File: src/verilog/kms_pkg.sv
// constants, register map and timing for the keyboard matrix scanner
// assumes a single 250 MHz clock domain and an axi4-lite register port
//
// Notes on behaviour
// - up to eighteen row outputs and eight column inputs are supported
// - all scan logic runs on the one scan clock
// - active-low reset returns every register and internal state to default
// - two interrupt outputs: runtime request and separate wake request
// - scanner enters low power by itself whenever it is not scanning
// - scanner is also in low power while scan_off is set
// - low power never blocks chip sleep; active scanning holds sleep off
// - firmware drives one row low, reads columns; pressed key reads zero
// - in predrive a row is driven high briefly before going open-drain
// - predrive is switched by an enable bit in extended control
// - each column has a falling-edge status bit; enabled ones raise irq
// - falling enabled column with bus clock stopped holds wake until restart
package kms_pkg;
  localparam int KMS_ROWS = 18;
  localparam int KMS_COLS = 8;
  localparam logic [7:0] KMS_OFS_ROWSEL = 8'h04;
  localparam logic [7:0] KMS_OFS_COLIN = 8'h08;
  localparam logic [7:0] KMS_OFS_STS = 8'h0C;
  localparam logic [7:0] KMS_OFS_IEN = 8'h10;
  localparam logic [7:0] KMS_OFS_EXT = 8'h14;
  localparam logic [7:0] KMS_OFS_PWR = 8'h18;
  // row select and extended control register fields
  localparam int KMS_SEL_LSB = 0;
  localparam int KMS_SEL_W = 5;
  localparam int KMS_ALL_BIT = 5;
  localparam int KMS_OFF_BIT = 6;
  localparam int KMS_INV_BIT = 7;
  localparam logic [7:0] KMS_ROWSEL_RST = 8'h40;
  localparam int KMS_PRE_BIT = 0;
  // power register fields
  localparam int KMS_ACT_BIT = 0;
  localparam int KMS_BUSSTOP_BIT = 1;
  // predrive high time
  localparam int KMS_CLK_MHZ = 250;
  localparam int KMS_PRE_NS = 40;
  localparam int KMS_PRE_CYC = (KMS_PRE_NS * KMS_CLK_MHZ + 999) / 1000;
  localparam logic [1:0] KMS_OKAY = 2'b00;
  localparam logic [1:0] KMS_SLVERR = 2'b10;
endpackage

File: src/verilog/kms_top.sv
// keyboard matrix scanner: row drive, column sense, interrupts, axi4-lite
// assumes column pins are asynchronous and rows have pull-ups
//
// The implementer's own choices: the register addresses and the AXI4-Lite slave port.
`timescale 1ns/10ps
`default_nettype none
module kms_top
  #(parameter int ROWS = kms_pkg::KMS_ROWS,
    parameter int COLS = kms_pkg::KMS_COLS)
  (
  // clock and reset
  input wire logic aclk,
  input wire logic aresetn,
  // axi4-lite write
  input wire logic [7:0] s_axi_awaddr,
  input wire logic s_axi_awvalid,
  output logic s_axi_awready,
  input wire logic [31:0] s_axi_wdata,
  input wire logic [3:0] s_axi_wstrb,
  input wire logic s_axi_wvalid,
  output logic s_axi_wready,
  output logic [1:0] s_axi_bresp,
  output logic s_axi_bvalid,
  input wire logic s_axi_bready,
  // axi4-lite read
  input wire logic [7:0] s_axi_araddr,
  input wire logic s_axi_arvalid,
  output logic s_axi_arready,
  output logic [31:0] s_axi_rdata,
  output logic [1:0] s_axi_rresp,
  output logic s_axi_rvalid,
  input wire logic s_axi_rready,
  // matrix pins
  output logic [ROWS-1:0] row_drive_outputs,
  output logic [ROWS-1:0] row_drive_oe_n,
  input wire logic [COLS-1:0] column_sense_inputs,
  // system side
  input wire logic bus_clk_stopped,
  output logic scan_runtime_irq,
  output logic scan_wake_irq,
  output logic scan_sleep_block
  );
  import kms_pkg::*;

  typedef enum logic [1:0] {KMS_IDLE, KMS_PRE, KMS_HOLD} kms_row_t;

  logic [7:0] rowsel_q;
  logic pre_en_q;
  logic [COLS-1:0] ien_q, sts_q, col_s1_q, col_s2_q, col_prev_q;
  logic [COLS-1:0] fall;
  logic stop_s1_q, stop_s2_q;
  logic [7:0] aw_q;
  logic [31:0] w_q;
  logic [3:0] ws_q;
  logic aw_have_q, w_have_q;
  logic [ROWS-1:0] act_d, act_q;
  logic [ROWS-1:0] lvl_d;
  logic [7:0] pre_cnt_q;
  kms_row_t st_q;
  logic wr_go, rd_go;
  logic [31:0] rd_d;
  logic rd_ok;
  logic wr_ok;

  // two-stage synchronisers for column pins and bus-clock status
  always_ff @(posedge aclk)
  begin
    if (!aresetn)
    begin
      col_s1_q <= '1;
      col_s2_q <= '1;
      col_prev_q <= '1;
      stop_s1_q <= 1'b0;
      stop_s2_q <= 1'b0;
    end
    else
    begin
      col_s1_q <= column_sense_inputs;
      col_s2_q <= col_s1_q;
      col_prev_q <= col_s2_q;
      stop_s1_q <= bus_clk_stopped;
      stop_s2_q <= stop_s1_q;
    end
  end

  assign fall = col_prev_q & ~col_s2_q;

  // row drive decode; sel > 17 means all rows with inverted sense
  always_comb
  begin
    act_d = '0;
    lvl_d = '1;
    if (!rowsel_q[KMS_OFF_BIT])
    begin
      if (rowsel_q[KMS_ALL_BIT] || rowsel_q[4:0] >= 5'(ROWS))
      begin
        act_d = '1;
        if (rowsel_q[KMS_ALL_BIT])
          lvl_d = {ROWS{rowsel_q[KMS_INV_BIT]}};
        else
          lvl_d = {ROWS{~rowsel_q[KMS_INV_BIT]}};
      end
      else
      begin
        act_d[rowsel_q[4:0]] = 1'b1;
        lvl_d[rowsel_q[4:0]] = rowsel_q[KMS_INV_BIT];
      end
    end
  end

  // predrive: a row leaving its active state is pushed high first
  always_ff @(posedge aclk)
  begin
    if (!aresetn)
    begin
      act_q <= '0;
      st_q <= KMS_IDLE;
      pre_cnt_q <= '0;
      row_drive_outputs <= '1;
      row_drive_oe_n <= '1;
    end
    else
    begin
      unique case (st_q)
        // a finished predrive releases like idle, and may start another
        KMS_IDLE, KMS_HOLD:
        begin
          act_q <= act_d;
          st_q <= KMS_IDLE;
          row_drive_outputs <= lvl_d;
          row_drive_oe_n <= ~act_d;
          if (pre_en_q && (act_q & ~act_d) != '0)
          begin
            row_drive_outputs <= lvl_d | (act_q & ~act_d);
            row_drive_oe_n <= ~(act_d | act_q);
            pre_cnt_q <= 8'(KMS_PRE_CYC - 1);
            st_q <= KMS_PRE;
          end
        end
        // act_q is held so a row dropped meanwhile is still predriven
        KMS_PRE:
        begin
          if (pre_cnt_q == '0)
            st_q <= KMS_HOLD;
          else
            pre_cnt_q <= pre_cnt_q - 8'd1;
        end
      endcase
    end
  end

  // write decode; an unmapped or misaligned offset is answered with an error
  always_comb
  begin
    wr_ok = 1'b0;
    unique case (aw_q)
      KMS_OFS_ROWSEL, KMS_OFS_COLIN, KMS_OFS_STS: wr_ok = 1'b1;
      KMS_OFS_IEN, KMS_OFS_EXT, KMS_OFS_PWR: wr_ok = 1'b1;
      default: wr_ok = 1'b0;
    endcase
  end

  // axi4-lite write channel; address and data accepted in any order
  assign wr_go = aw_have_q && w_have_q && !s_axi_bvalid;

  always_ff @(posedge aclk)
  begin
    if (!aresetn)
    begin
      aw_have_q <= 1'b0;
      w_have_q <= 1'b0;
      aw_q <= '0;
      w_q <= '0;
      ws_q <= '0;
      s_axi_awready <= 1'b0;
      s_axi_wready <= 1'b0;
      s_axi_bvalid <= 1'b0;
      s_axi_bresp <= KMS_OKAY;
    end
    else
    begin
      s_axi_awready <= !aw_have_q && !(s_axi_awvalid && s_axi_awready);
      s_axi_wready <= !w_have_q && !(s_axi_wvalid && s_axi_wready);
      if (s_axi_awvalid && s_axi_awready)
      begin
        aw_have_q <= 1'b1;
        aw_q <= s_axi_awaddr;
      end
      if (s_axi_wvalid && s_axi_wready)
      begin
        w_have_q <= 1'b1;
        w_q <= s_axi_wdata;
        ws_q <= s_axi_wstrb;
      end
      if (wr_go)
      begin
        aw_have_q <= 1'b0;
        w_have_q <= 1'b0;
        s_axi_bvalid <= 1'b1;
        s_axi_bresp <= wr_ok ? KMS_OKAY : KMS_SLVERR;
      end
      else if (s_axi_bready)
        s_axi_bvalid <= 1'b0;
    end
  end

  // control registers; only byte lane 0 carries bits
  always_ff @(posedge aclk)
  begin
    if (!aresetn)
    begin
      rowsel_q <= KMS_ROWSEL_RST;
      pre_en_q <= 1'b0;
      ien_q <= '0;
    end
    else if (wr_go && ws_q[0])
    begin
      if (aw_q == KMS_OFS_ROWSEL)
        rowsel_q <= w_q[7:0];
      if (aw_q == KMS_OFS_IEN)
        ien_q <= w_q[COLS-1:0];
      if (aw_q == KMS_OFS_EXT)
        pre_en_q <= w_q[KMS_PRE_BIT];
    end
  end

  // sticky column status: write one clears, a new edge wins over clear
  always_ff @(posedge aclk)
  begin
    if (!aresetn)
      sts_q <= '0;
    else if (wr_go && ws_q[0] && aw_q == KMS_OFS_STS)
      sts_q <= (sts_q & ~w_q[COLS-1:0]) | fall;
    else
      sts_q <= sts_q | fall;
  end

  // interrupts and sleep hold-off
  always_ff @(posedge aclk)
  begin
    if (!aresetn)
    begin
      scan_runtime_irq <= 1'b0;
      scan_wake_irq <= 1'b0;
      scan_sleep_block <= 1'b0;
    end
    else
    begin
      scan_runtime_irq <= |(sts_q & ien_q);
      if (!stop_s2_q)
        scan_wake_irq <= 1'b0;
      else if (|(fall & ien_q))
        scan_wake_irq <= 1'b1;
      // active only while a row is driven or predrive runs
      // a row entering predrive already counts in its first driven cycle
      scan_sleep_block <= (|act_d) || st_q != KMS_IDLE ||
                          (pre_en_q && (act_q & ~act_d) != '0);
    end
  end

  // axi4-lite read channel
  always_comb
  begin
    rd_d = '0;
    rd_ok = 1'b1;
    unique case (s_axi_araddr)
      KMS_OFS_ROWSEL: rd_d[7:0] = rowsel_q;
      KMS_OFS_COLIN: rd_d[COLS-1:0] = col_s2_q;
      KMS_OFS_STS: rd_d[COLS-1:0] = sts_q;
      KMS_OFS_IEN: rd_d[COLS-1:0] = ien_q;
      KMS_OFS_EXT: rd_d[KMS_PRE_BIT] = pre_en_q;
      KMS_OFS_PWR:
      begin
        rd_d[KMS_ACT_BIT] = scan_sleep_block;
        rd_d[KMS_BUSSTOP_BIT] = stop_s2_q;
      end
      default: rd_ok = 1'b0;
    endcase
  end

  assign rd_go = s_axi_arvalid && s_axi_arready;

  always_ff @(posedge aclk)
  begin
    if (!aresetn)
    begin
      s_axi_arready <= 1'b0;
      s_axi_rvalid <= 1'b0;
      s_axi_rdata <= '0;
      s_axi_rresp <= KMS_OKAY;
    end
    else
    begin
      s_axi_arready <= !s_axi_rvalid && !rd_go;
      if (rd_go)
      begin
        s_axi_rvalid <= 1'b1;
        s_axi_rdata <= rd_d;
        s_axi_rresp <= rd_ok ? KMS_OKAY : KMS_SLVERR;
      end
      else if (s_axi_rready)
        s_axi_rvalid <= 1'b0;
    end
  end
endmodule
`default_nettype wire
File: config.mk
export PLATFORM = sky130hd
export DESIGN_NAME = kms_top
export DESIGN_NICKNAME = d
export VERILOG_FILES = /design/src/verilog/kms_pkg.sv /design/src/verilog/kms_top.sv
export SDC_FILE = /design/constraint.sdc
export NUM_CORES = 1
export LEC_CHECK = 0
export BUFFER_PORTS_ARGS = -buffer_cell sky130_fd_sc_hd__buf_2
export CORE_MARGIN = 2
export CORE_UTILIZATION = 50
export CTS_CLUSTER_DIAMETER = 60
export DETAILED_ROUTE_END_ITERATION = 12
export PLACE_DENSITY = 0.75
export SLEW_MARGIN = 20
export SYNTH_ARGS = -nofsm -noshare
export SYNTH_HDL_FRONTEND = slang
export SYNTH_SLANG_ARGS = --single-unit
File: constraint.sdc
create_clock -name aclk -period 2.8 [get_ports aclk]
set_input_delay 0.28 -clock aclk [delete_from_list [all_inputs] [get_ports aclk]]
set_output_delay 0.28 -clock aclk [all_outputs]
set_load 0.02 [all_outputs]
==> metrics.txt <==
share of cells above drive strength 1 19.03%; GPL Wtd Cong between 0.8 and 0.9; I/O pin count 148; Initial Util between 50% and 60%; Final Power 0.004690 W; Tcrit/Tclk final a little over 90%; CP top delay family compound AO/OA/AOI/OAI gates; Layout area overhead 17.78%; TritonCTS clock tree built; Setup TNS 0 ns; initial DRC count 405; Max Cap Viol 0; hold_buf cts 0; post-CTS setup buffers 0; crit path buf inv count 1; status complete, no violations; sequential-to-total area share from yosys stat 47.57%; final worst setup slack approximately 0.19 ns; GRT Resource Usage Total between 20% and 30%; DRC Markers 0; fill cell count ~1200; post-DR wirelength/cell around 15 µm; Post-Route WL roughly 15000 µm; n_diodes 0; P per Cell Area 622.4 nW/µm²; initial antenna violation count 0; most frequent cells in the layout 149 x dfxtp_1, 96 x nand2_1, 94 x buf_2; Critical Path Sink Type register; # rows 41; Mapped Avg Cell Area 8.541 µm²; ANT nets after route 0; grt ovf 0; Die Ht ~120 µm; YS warnings 0; CP cell instances or3b_2 > o21ai_0 > a22oi_1 > nand4b_1 > a2111oi_4 > buf_4 > nand2_2 > a221oi_1; achievable frequency ~0.38 GHz; Post-synth EDFFs 0; TritonCTS Buffers 17; Final Util roughly 60%; RSZ-0062 raised after global routing false; Worst Path Required roughly 3.1 ns; routed vias roughly 5500; type of the worst min-delay path primary input to register; Crit path largest cell delay 0.50 ns; Most used DFF post-synth dfxtp_1; DR vias/cell roughly 5.4; CTS root buf clkbuf_16; Final #Nets between 900 and 1000; Fin. Hold Viols 0; Core ar. ~13000 µm²; Tightest Pin Transition between 0.6 and 0.7 ns; largest net degree at the start of global routing slightly below 60; vias in the first global route 5070; first-pass GRT wire length approximately 24000 µm; Die W between 100 and 150 µm; Clock H-tree levels 4; final setup violation count 0; Port Buffers between 90 and 100; asr flop ratio synth 0%; Cells after Synth 749; Yosys reg bits 152; Max Slew Vio Count 0; Setup CP Type register to register; min Tclk post-route 2.610 ns; crit path DAT between 2 and 3 ns; area of the die 13720 µm²; Synth Cell Area 6397 µm²; DP HPWL 10370 µm; Slew headroom between 50% and 60%; Startpoint Class register; maximum VDD drop around 460 µV; post-cts resize count 0; Leak Pwr between 2 and 3 nW; critical-path maximum fanout 10; clk sinks between 150 and 200; register clock-pin slew on the reported worst setup and hold paths 0.06 ns; TritonRoute pass-1 iters 6; post-synth cell types 60; CTS max path bufs 2; worst skew pair latency ~0.43 ns; Largest regs act_q (18), row_drive_oe_n (18), row_drive_outputs (18); Slowest-stage cell, CP dfxtp_1; Clock Skew approximately 0.010 ns; commonest non-fill, non-tap cell in the layout dfxtp_1; dpl ws ~0.21 ns
cell usage after synthesis, types with 7 or more instances:
cell / instances / area (µm²)
clkbuf_1: 37 / 138.9
nor3_1: 18 / 90.09
nor2b_1: 14 / 87.58
nor2_1: 80 / 300.3
inv_1: 7 / 26.28
nand2_1: 96 / 360.4
a31oi_1: 7 / 43.79
o21ai_0: 52 / 260.3
a221oi_1: 7 / 61.31
a22oi_1: 24 / 180.2
nand2b_1: 32 / 200.2
mux2i_1: 24 / 240.2
dfxtp_1: 152 / 3043
a21oi_1: 62 / 310.3
mux2_2: 8 / 90.09
buf_4: 26 / 195.2
worst reg2reg max path, cell delays in order, from the launching register on:
cell,delay (ns)
dfxtp_1,0.50
or3b_2,0.50
o21ai_0,0.17
a22oi_1,0.08
nand4b_1,0.23
a2111oi_4,0.40
buf_4,0.22
nand2_2,0.13
a221oi_1,0.30
final timing paths:
path | start | endpoint | slack (ns) | cells after the start
max | rowsel_q[0] | pre_cnt_q[2] | 0.19 | 8
min | column_sense_inputs[4] | col_s1_q[4] | 0.03 | 2
max reg2reg | rowsel_q[0] | pre_cnt_q[2] | 0.19 | 8
min reg2reg | col_s1_q[6] | col_s2_q[6] | 0.40 | 1
report_power, final:
part           leakage [nW]  internal [W]  total [W]  switching [W]
registers              1.24       0.00221    0.00224      0.0000296
logic                  1.48     0.0000828   0.000239       0.000156
clock network         0.282       0.00137    0.00221       0.000846
total                  3.00       0.00366    0.00469        0.00103
through the flow:
step,hold slack (ns),cell area [µm²],cells
finish,0.03109,7535,1018
detailed placement,0.3934,6959,989
CTS,0.01916,7530,1018
floorplan,0.3815,6491,774
global placement,0.3907,6959,989
global route,0.03106,7535,1018
metal layers:
layer  vias to the layer above  track usage, %  share of wire, %
met5                         -               0                 0
met4                         0           9.725               2.2
met3                        30           5.922               4.9
met2                       182           37.65                49
met1                      2577           27.88                44
li1                       2758               -                 -
cell families after synthesis:
logic type               count (synthesis)  synth area share [%]
multiplexers                            32                 5.163
other                                    1               0.05862
AND/OR/NAND/NOR                        293                 21.94
adder cells (fa/ha/maj)                  2                0.3911
buffers and inverters                   79                 6.219
XOR/XNOR                                 1                0.1369
flip-flops                             152                 47.57
AO/OA/AOI/OAI                          189                 18.52
cell type report:
type | instances | area (µm²) | area share (%)
multi-input combinational | 543 | 3052 | 40.50
tap | 172 | 215.2 | 2.856
clock inverter | 7 | 96.34 | 1.279
timing repair buffer | 114 | 620.6 | 8.236
inverter | 8 | 30.03 | 0.3985
sequential | 152 | 3047 | 40.44
clock buffer | 22 | 474.2 | 6.294
Note: power is estimated with default switching activity, not from simulation.
